--- src/rsr_pkg.sv ---
package rsr_pkg;
    // ======================================================
    // register map
    localparam logic [7:0] RSR_ADDR_PRIMARY  = 8'h03;
    localparam logic [7:0] RSR_ADDR_FIFO_CNT = 8'h04;
    localparam logic [7:0] RSR_ADDR_AUX      = 8'h05;
    localparam logic [7:0] RSR_ADDR_EV_STAT  = 8'h30;
    localparam logic [7:0] RSR_ADDR_EV_MASK  = 8'h31;

    // ======================================================
    // reset values
    localparam logic [7:0] RSR_PRIMARY_RST = 8'h05;
    localparam logic [6:0] RSR_COUNT_RST   = 7'h00;
    localparam logic [7:0] RSR_AUX_RST     = 8'h60;
    localparam logic [4:0] RSR_EV_RST      = 5'h00;

    // ======================================================
    // field positions
    localparam int RSR_STATE_LSB = 4;
    localparam int RSR_SUM_BIT   = 3;
    localparam int RSR_ERR_BIT   = 2;
    localparam int RSR_HI_BIT    = 1;
    localparam int RSR_LO_BIT    = 0;
    localparam int RSR_TRUN_BIT  = 7;
    localparam int RSR_NVM_BIT   = 6;
    localparam int RSR_CRC_BIT   = 5;

    // event bits of the sticky status register
    localparam int RSR_EV_N     = 5;
    localparam int RSR_EV_HI    = 0;
    localparam int RSR_EV_LO    = 1;
    localparam int RSR_EV_CRC   = 2;
    localparam int RSR_EV_NVM   = 3;
    localparam int RSR_EV_TSTOP = 4;

    localparam logic [6:0] RSR_FIFO_DEPTH = 7'h40;

    // ======================================================
    // types
    typedef enum logic [3:0] {
        RSR_PH_IDLE,
        RSR_PH_SEND_FRAME_START,
        RSR_PH_SEND_PAYLOAD,
        RSR_PH_SEND_FRAME_END,
        RSR_PH_RX_ENTER_TRANSITION,
        RSR_PH_RX_EXIT_TRANSITION,
        RSR_PH_RX_WAIT_PHASE,
        RSR_PH_RX_ARMED,
        RSR_PH_RECEIVING
    } rsr_phase_t;

    typedef struct packed {
        logic [7:0] addr;
        logic [7:0] wdata;
        logic       wr;
        logic       rd;
    } rsr_bus_t;

    typedef struct packed {
        rsr_phase_t phase;
        logic       fifo_push;
        logic       fifo_pop;
        logic [5:0] fifo_threshold;
        logic [7:0] error_flag_reg;
        logic [5:0] request_flags;
        logic [5:0] request_enable_mask;
        logic       timer_active;
        logic       nvm_write_done;
        logic       checksum_done;
        logic [2:0] last_byte_valid_bits;
    } rsr_unit_t;

    typedef struct packed {
        logic [6:0]          count_q;
        logic [7:0]          primary_q;
        logic [7:0]          aux_q;
        logic [7:0]          rd_data_q;
        logic [RSR_EV_N-1:0] ev_stat_q;
        logic [RSR_EV_N-1:0] ev_mask_q;
        logic                irq_q;
    } rsr_state_t;
endpackage : rsr_pkg

--- src/rsr_status_regs.sv ---
`timescale 1ns/1ps
// What this block does
// - state field bits 6:4, idle reads 000
// - sending: 001 start, 010 payload, 011 end
// - both receive transitions read 100
// - receive wait period reads 101
// - armed reads 110, receiving reads 111
// - bit 3 summarises enabled pending requests
// - bit 2 set when any error flag set
// - high alert when free space <= threshold
// - low alert when count <= threshold
// - 7-bit count, write up, read down
// - aux bit 7 shows timer running
// - aux bit 6 high when nvm write done
// - aux bit 5 high when checksum done
// - aux bits 2:0 last byte valid bits
// - reset 05h, 00h, 60h; read-only, reserved zero
// - fifo holds up to 64 bytes
// - request counts only when its enable set
module rsr_status_regs (
    input  wire logic           clk,
    input  wire logic           sys_rst,
    input  wire rsr_pkg::rsr_bus_t  bus,
    input  wire rsr_pkg::rsr_unit_t unit,
    output logic [7:0]          rd_data,
    output logic [6:0]          fifo_byte_count,
    output logic                irq
);

    // ======================================================
    // state
    rsr_pkg::rsr_state_t st_q;
    rsr_pkg::rsr_state_t st_d;

    function automatic logic [2:0] rsr_state_code(input rsr_pkg::rsr_phase_t ph);
        logic [2:0] c;
        c = 3'h0;
        unique case (ph)
            rsr_pkg::RSR_PH_IDLE:                c = 3'h0;
            rsr_pkg::RSR_PH_SEND_FRAME_START:    c = 3'h1;
            rsr_pkg::RSR_PH_SEND_PAYLOAD:        c = 3'h2;
            rsr_pkg::RSR_PH_SEND_FRAME_END:      c = 3'h3;
            rsr_pkg::RSR_PH_RX_ENTER_TRANSITION: c = 3'h4;
            rsr_pkg::RSR_PH_RX_EXIT_TRANSITION:  c = 3'h4;
            rsr_pkg::RSR_PH_RX_WAIT_PHASE:       c = 3'h5;
            rsr_pkg::RSR_PH_RX_ARMED:            c = 3'h6;
            rsr_pkg::RSR_PH_RECEIVING:           c = 3'h7;
            default:                             c = 3'h0;
        endcase
        return c;
    endfunction : rsr_state_code

    function automatic logic rsr_hit(input logic [7:0] a, input logic [7:0] ref_a);
        return a == ref_a;
    endfunction : rsr_hit

    logic [6:0] thr7;
    logic [6:0] free_space;
    logic       can_push;
    logic       can_pop;
    localparam int RSR_EV_N_W = rsr_pkg::RSR_EV_N;
    logic [RSR_EV_N_W-1:0] ev_set;
    logic [RSR_EV_N_W-1:0] ev_clr;

    // ======================================================
    // next state
    always_comb begin
        st_d       = st_q;
        thr7       = {1'b0, unit.fifo_threshold};
        free_space = rsr_pkg::RSR_FIFO_DEPTH - st_q.count_q;
        // pushes past full and pops past empty are dropped, the count never wraps
        can_push   = unit.fifo_push && (st_q.count_q < rsr_pkg::RSR_FIFO_DEPTH);
        can_pop    = unit.fifo_pop && (st_q.count_q != 7'h00);
        if (can_push && !can_pop) begin
            st_d.count_q = st_q.count_q + 7'h01;
        end else if (can_pop && !can_push) begin
            st_d.count_q = st_q.count_q - 7'h01;
        end

        st_d.primary_q = 8'h00;
        st_d.primary_q[rsr_pkg::RSR_STATE_LSB +: 3] = rsr_state_code(unit.phase);
        st_d.primary_q[rsr_pkg::RSR_SUM_BIT] =
            |(unit.request_flags & unit.request_enable_mask);
        st_d.primary_q[rsr_pkg::RSR_ERR_BIT] = |unit.error_flag_reg;
        st_d.primary_q[rsr_pkg::RSR_HI_BIT]  = free_space <= thr7;
        st_d.primary_q[rsr_pkg::RSR_LO_BIT]  = st_q.count_q <= thr7;

        st_d.aux_q = 8'h00;
        st_d.aux_q[rsr_pkg::RSR_TRUN_BIT] = unit.timer_active;
        st_d.aux_q[rsr_pkg::RSR_NVM_BIT]  = unit.nvm_write_done;
        st_d.aux_q[rsr_pkg::RSR_CRC_BIT]  = unit.checksum_done;
        st_d.aux_q[2:0] = unit.last_byte_valid_bits;

        // events are edges of the registered status, so one edge sets one flag
        ev_set = '0;
        ev_set[rsr_pkg::RSR_EV_HI] = st_d.primary_q[rsr_pkg::RSR_HI_BIT] &
                                     ~st_q.primary_q[rsr_pkg::RSR_HI_BIT];
        ev_set[rsr_pkg::RSR_EV_LO] = st_d.primary_q[rsr_pkg::RSR_LO_BIT] &
                                     ~st_q.primary_q[rsr_pkg::RSR_LO_BIT];
        ev_set[rsr_pkg::RSR_EV_CRC] = st_d.aux_q[rsr_pkg::RSR_CRC_BIT] &
                                      ~st_q.aux_q[rsr_pkg::RSR_CRC_BIT];
        ev_set[rsr_pkg::RSR_EV_NVM] = st_d.aux_q[rsr_pkg::RSR_NVM_BIT] &
                                      ~st_q.aux_q[rsr_pkg::RSR_NVM_BIT];
        ev_set[rsr_pkg::RSR_EV_TSTOP] = ~st_d.aux_q[rsr_pkg::RSR_TRUN_BIT] &
                                        st_q.aux_q[rsr_pkg::RSR_TRUN_BIT];

        ev_clr = '0;
        if (bus.wr && rsr_hit(bus.addr, rsr_pkg::RSR_ADDR_EV_STAT)) begin
            ev_clr = bus.wdata[RSR_EV_N_W-1:0];
        end
        if (bus.wr && rsr_hit(bus.addr, rsr_pkg::RSR_ADDR_EV_MASK)) begin
            st_d.ev_mask_q = bus.wdata[RSR_EV_N_W-1:0];
        end
        // set wins over a clear in the same cycle
        st_d.ev_stat_q = (st_q.ev_stat_q & ~ev_clr) | ev_set;
        st_d.irq_q     = |(st_q.ev_stat_q & st_q.ev_mask_q);

        // primary, count and aux status registers are read-only: writes to them fall on nothing
        st_d.rd_data_q = 8'h00;
        if (bus.rd) begin
            unique case (bus.addr)
                rsr_pkg::RSR_ADDR_PRIMARY:  st_d.rd_data_q = st_q.primary_q;
                rsr_pkg::RSR_ADDR_FIFO_CNT: st_d.rd_data_q = {1'b0, st_q.count_q};
                rsr_pkg::RSR_ADDR_AUX:      st_d.rd_data_q = st_q.aux_q;
                rsr_pkg::RSR_ADDR_EV_STAT:
                    st_d.rd_data_q = {3'h0, st_q.ev_stat_q};
                rsr_pkg::RSR_ADDR_EV_MASK:
                    st_d.rd_data_q = {3'h0, st_q.ev_mask_q};
                default:                    st_d.rd_data_q = 8'h00;
            endcase
        end
    end

    // ======================================================
    // registers
    always_ff @(posedge clk) begin
        if (sys_rst) begin
            st_q.count_q   <= rsr_pkg::RSR_COUNT_RST;
            st_q.primary_q <= rsr_pkg::RSR_PRIMARY_RST;
            st_q.aux_q     <= rsr_pkg::RSR_AUX_RST;
            st_q.rd_data_q <= 8'h00;
            st_q.ev_stat_q <= rsr_pkg::RSR_EV_RST;
            st_q.ev_mask_q <= rsr_pkg::RSR_EV_RST;
            st_q.irq_q     <= 1'b0;
        end else begin
            st_q <= st_d;
        end
    end

    assign rd_data         = st_q.rd_data_q;
    assign fifo_byte_count = st_q.count_q;
    assign irq             = st_q.irq_q;

    // a flag stays until software writes a one over it
    for (genvar i = 0; i < RSR_EV_N_W; i++) begin : g_ev_sticky

    end

    // every detected edge must leave its flag behind
    for (genvar j = 0; j < RSR_EV_N_W; j++) begin : g_ev_catch

    end
endmodule : rsr_status_regs

--- config.mk ---
export PLATFORM = sky130hd
export DESIGN_NAME = rsr_status_regs
export DESIGN_NICKNAME = d
export VERILOG_FILES = /design/src/rsr_pkg.sv /design/src/rsr_status_regs.sv
export SDC_FILE = /design/constraint.sdc
export NUM_CORES = 1
export LEC_CHECK = 0
export BUFFER_PORTS_ARGS = -buffer_cell sky130_fd_sc_hd__buf_2
export CAP_MARGIN = 20
export CORE_MARGIN = 5
export CORE_UTILIZATION = 40
export DETAILED_ROUTE_END_ITERATION = 7
export PLACE_DENSITY_LB_ADDON = 0.1
export SLEW_MARGIN = 20
export SYNTH_ARGS = -nofsm -noshare
export SYNTH_HDL_FRONTEND = slang
export SYNTH_SLANG_ARGS = --single-unit
export TNS_END_PERCENT = 50
--- constraint.sdc ---
create_clock -name clk -period 5.9 [get_ports clk]
set_input_delay 0.295 -clock clk [delete_from_list [all_inputs] [get_ports clk]]
set_output_delay 0.295 -clock clk [all_outputs]
set_load 0.05 [all_outputs]
Word-level counts from Yosys, hierarchy flattened
Memory sizes are Yosys's and may differ from the RTL's. A register that Yosys moved wholly into a read port is not among the register bits.
Cells that the tools add are included.
- memories kept: 1
- latch bits: 0
- memory bits (writable): 0
- ROM bits: 48
- bits in registers: 42
- input port bits: 58
- output and inout port bits: 16
- multiply operators: 0
- add/subtract/negate cells: 3
- bitwise operators: 16
- eq/ne operators: 5
- $lt $le $gt $ge: 3
- mux-type cells: 4
- reduce and logical (&&, ||, !) cells: 14
- shift operators: 0
- divide/modulo/power cells: 0
- memories (memory ; depth ; width ; read ports ; clocked after memory_dff ; wr ports ; RTL line ; RTL):
    (name not given) ; 16 ; 3 ; 1 ; 1 ; 0 ; rsr_status_regs.sv:38 ; unique case (ph)
- operators by type and width (operator ; count):
    $pmux W8 S5 ; 1
    $eq A8 B3 Y1 const B ; 2
    $eq A8 B6 Y1 const B ; 2
    $le A7 B6 Y1 ; 2
    $mux W7 ; 2
    $and A5 B5 Y5 ; 2
    $eq A8 B2 Y1 const B ; 1
    $reduce_or A8 Y1 ; 1
    $add A7 B1 Y7 const B ; 1
    $lt A7 B7 Y1 const B ; 1
    $reduce_bool A7 Y1 ; 1
    $sub A7 B1 Y7 const B ; 1
    $sub A7 B7 Y7 const A ; 1
    $and A6 B6 Y6 ; 1
    $logic_and A1 B1 Y1 ; 6
    $not A1 Y1 ; 6
    $reduce_or A6 Y1 ; 1
    $and A1 B1 Y1 ; 5
    $mux W5 ; 1
    $not A5 Y5 ; 1
    $or A5 B5 Y5 ; 1
    $reduce_or A5 Y1 ; 1
    $logic_not A1 Y1 ; 2
    $reduce_bool A2 Y1 ; 1
    $reduce_or A2 Y1 ; 1

Logic depth before layout (Yosys ltp)
- depth after elaboration: 6
- depth in mapped cells: 13

Least setup slack after synthesis
OpenSTA, ideal clock, no wires.
- path kind: reg-to-reg
- start: register st_q (netlist bit fifo_byte_count[0])
- end: register st_q (netlist bit fifo_byte_count[5])
- arrival: 2755 ps
- stages on the path, launching flop included: 13
- path slack: 3023 ps
- cell sequence: dfxtp_1 > inv_1 > ha_1 > nor3b_1 > o41ai_1 > and2_1 > ha_1 > inv_1 > ha_1 > a21o_1 > a211oi_1 > o31ai_1 > a311o_1
- cells in the longest elaborated chain, start to end: 5
- ends and longest elaborated chain (element ; RTL line ; RTL):
    start, declared ; rsr_status_regs.sv:32 ; rsr_pkg::rsr_state_t st_q;
    start signal, assigned ; rsr_status_regs.sv:146 ; st_q <= st_d;
    $lt A7 B7 Y1 or $reduce_bool A7 Y1 (tied branches) ; rsr_status_regs.sv:72, rsr_status_regs.sv:73 ;
    $logic_and A1 B1 Y1, on equally long branches ; rsr_status_regs.sv:72, rsr_status_regs.sv:73 ;
    $logic_not A1 Y1, on equally long branches ; rsr_status_regs.sv:76, rsr_status_regs.sv:74 ;
    $logic_and A1 B1 Y1, on equally long branches ; rsr_status_regs.sv:76, rsr_status_regs.sv:74 ;
    $reduce_bool A2 Y1 (no source line) or $mux W7 (tied branches) ; - ;
Parallel ways exist; a longest one is shown, timed or not. The select of a mux whose other input is x is not followed.
A chain may end at the register's enable or synchronous reset.

Worst setup path after layout
Same ends and word-level chain as after synthesis.

==> flow_summary.ini <==
[outcome]
status = finished, final reports clean

[die]
design.core.area_um2 = 5921
die-area_um2 = 7709
pin_count = 74
rows = 28
die_h_um = 87.80
initial_utilization_pct = 40.89
die_w_um = 87.80

[placement]
portBuffers = 70
hpwl_um = 4445
place_congestion = 0.7756

[worst_setup_path]
cpMaxStageDelayCell = dfxtp_1
timing.rr.end = fifo_byte_count[5]
r2r_start = fifo_byte_count[0]
startpoint_type = flip-flop
cp_max_fo = 7
critPathMaxStageDelay_ns = 0.41
rr_worst_depth = 12
end_kind = flip-flop
reg2reg_slack_ns = 2.58
crit_type = flip-flop to flip-flop
worstPathCellList = inv_1 -> ha_1 -> nor3b_1 -> nand2_1 -> o21ai_0 -> ha_1 -> inv_1 -> ha_1 -> a21o_1 -> a211oi_1 -> o31ai_1 -> a311o_1
cp_data_arrival_time_ns = 3.51
critPathRequiredTime_ns = 6.09
crit_top_cell = ha_1

[pwr]
leakagePower_uw = 0.001260
ir_worst_vdd_uv = 194.9
power.density_nw_per_um2 = 367.3

[yosys]
yosys_warnings = 0
synth_seq_cells = 39
netlist_area_um2 = 2421
synthArstFlopShare_pct = 0
yosysTopAreaCell = dfxtp_1
syn_inst = 275
synth-main-ff-cell = dfxtp_1
synth_top_cell_area_share_pct = 32.25
ys_types = 56
synth_fp_nets = 353
synth_edf_count = 0
ys_top_cells_by_count = 39 x dfxtp_1, 33 x nor2_1, 19 x ha_1
yosysSeqAreaShare_pct = 32.25
avgSynthCellArea_um2 = 8.804
yosysMostFrequentCell = dfxtp_1
synth.area.top_cells = dfxtp_1 32%, ha_1 9.8%, nor2_1 5.1%

[min_path]
hold_end = st_q[24]
whs_path_depth = 2
hp-class = primary input to flip-flop
hp-start = unit[3]

[cells_and_area]
areaGrowthSynthToFinish_pct = 15.40
fin_util_pct = 47.19
regArea_um2 = 780.7
nNetsFinal = 407
multiInputGateArea_um2 = 1431
drive_gt1_share_pct = 26.97
nFillCells = 615
antennaDiodeCount = 0

[drt]
ant_nets = 0
post_drt_via_cell_ratio = 5.247
drcViolationCount = 0
wl_um = 5797
drt_iter0_drc = 109
vias = 2125
wire_per_inst_um = 14.31
drtPass1Iterations = 4

[clock_tree]
clock_latency_ns = 0.29
htreeDepth = 2
cts_sinks = 39
postCtsSetupBuffers = 0
root_buffer = clkbuf_8
postCtsHoldBufs = 0
cts_tree = built
clockBufferDepth = 2
cts_buffers = 5
ctsResizeCount = 0
clk_pin_slew_ns = 0.08

[sta]
max_freq_ghz = 0.3008
fin_crit_ns = 3.325
rsz0062_at_grt = no
setup_tns_ns = 0
clock_skew_ns = 0.006408
setup_violations = 0
maxSlewViolCount = 0
finalHoldViolCount = 0
worstMarginPinSlew_ns = 0.6347
fin_crit_sh_pct = 56.35
relSlewSlack_pct = 57.68
whs_ns = 0.2032

[global_routing]
grt-ovfl-total = 0
antenna_found_initial = 0
grt_max_degree = 33
grt_pass1_vias = 2046
grt_pass1_wl_um = 9287
track_usage_pct = 15.37

[job]
drv_cap = 0
## power breakdown
group          internal (uW)  switching (uW)  leakage (uW)
Clock                   82.6            94.0     0.0000412
Combinational            218             283      0.000899
Sequential               296            52.9      0.000320
## metrics by stage
| stage | instance area, um2 | worst slack [ns] | cells | total power (uW) |
|---|---|---|---|---|
| 6_report | 2794 | 2.575 | 405 | 1026 |
| 5_1_grt | 2794 | 2.350 | 405 | 1114 |
| 4_1_cts | 2794 | 2.586 | 405 | 1035 |
| 3_5_place_dp | 2709 | 2.577 | 397 | 855.5 |
| 3_3_place_gp | 2709 | 2.592 | 397 | 850.3 |
| 2_1_floorplan | 2421 | 3.023 | 275 | 759.2 |
## layer usage
layer	vias up	track usage, %	routed length, um
met3	6	4.798	425
met2	66	24.25	2519
met1	964	20.47	2800
li1	1089	-	-
met4	0	3.766	52
met5	-	0	0
## state kept, by name (all words and copies together) (netlist names)
| name | cells |
|---|---|
| st_q | 23 |
| irq | 1 |
| fifo_byte_count | 7 |
| rd_data | 8 |
## how the worst max path moves through the flow
| stage | startpoint | to | slack [ns] | depth (start not counted) |
|---|---|---|---|---|
| global route | fifo_byte_count[0] | fifo_byte_count[6] | 2.35 | 13 |
| finish | fifo_byte_count[0] | fifo_byte_count[5] | 2.58 | 12 |
| CTS | fifo_byte_count[0] | fifo_byte_count[5] | 2.59 | 12 |
| detailed placement | fifo_byte_count[0] | fifo_byte_count[5] | 2.58 | 12 |
| floorplan | fifo_byte_count[0] | fifo_byte_count[5] | 3.02 | 12 |
| global placement | fifo_byte_count[0] | fifo_byte_count[5] | 2.59 | 12 |
## layout make-up
type / count / area share [%]
clock buffer: 6 / 2.597
tap: 75 / 3.359
clock inverter: 2 / 0.4478
sequential: 39 / 27.94
timing repair buffer: 70 / 12.54
multi-input combinational: 199 / 51.23
inverter: 14 / 1.881
## cells by family (layout without fill, tap and decap cells)
family	count (synthesis)	count (layout)	share of synthesized area [%]
buf+inv	37	92	8.630
compound gates	64	64	18.60
xor+xnor	9	9	3.256
flops	39	39	32.25
fa+ha+maj	20	20	10.65
simple gates	94	94	21.45
mux	12	12	5.168
## critical path: cells and delay by family, from the launching register on
family                   cells  cell delay (ns)
AO/OA/AOI/OAI                5             1.17
adder cells (fa/ha/maj)      3             0.79
buffers and inverters        2             0.34
flip-flops                   1             0.41
AND/OR/NAND/NOR              2             0.53
## layout by cell type, fill, tap and decap left out, types with 3 or more instances in the layout
cell,count
buf_2,70
dfxtp_1,39
nor2_1,33
ha_1,19
nand2_1,16
a21oi_1,15
inv_1,14
a22oi_1,10
o21ai_0,8
nor2b_1,8
mux2i_1,8
xnor2_1,7
a21o_1,5
clkbuf_8,5
or3_1,4
a22o_1,4
mux2_2,4
nor4_1,3
nand3_1,3
a211oi_1,3
a32o_1,3
Power figures use the tool's default switching activity.
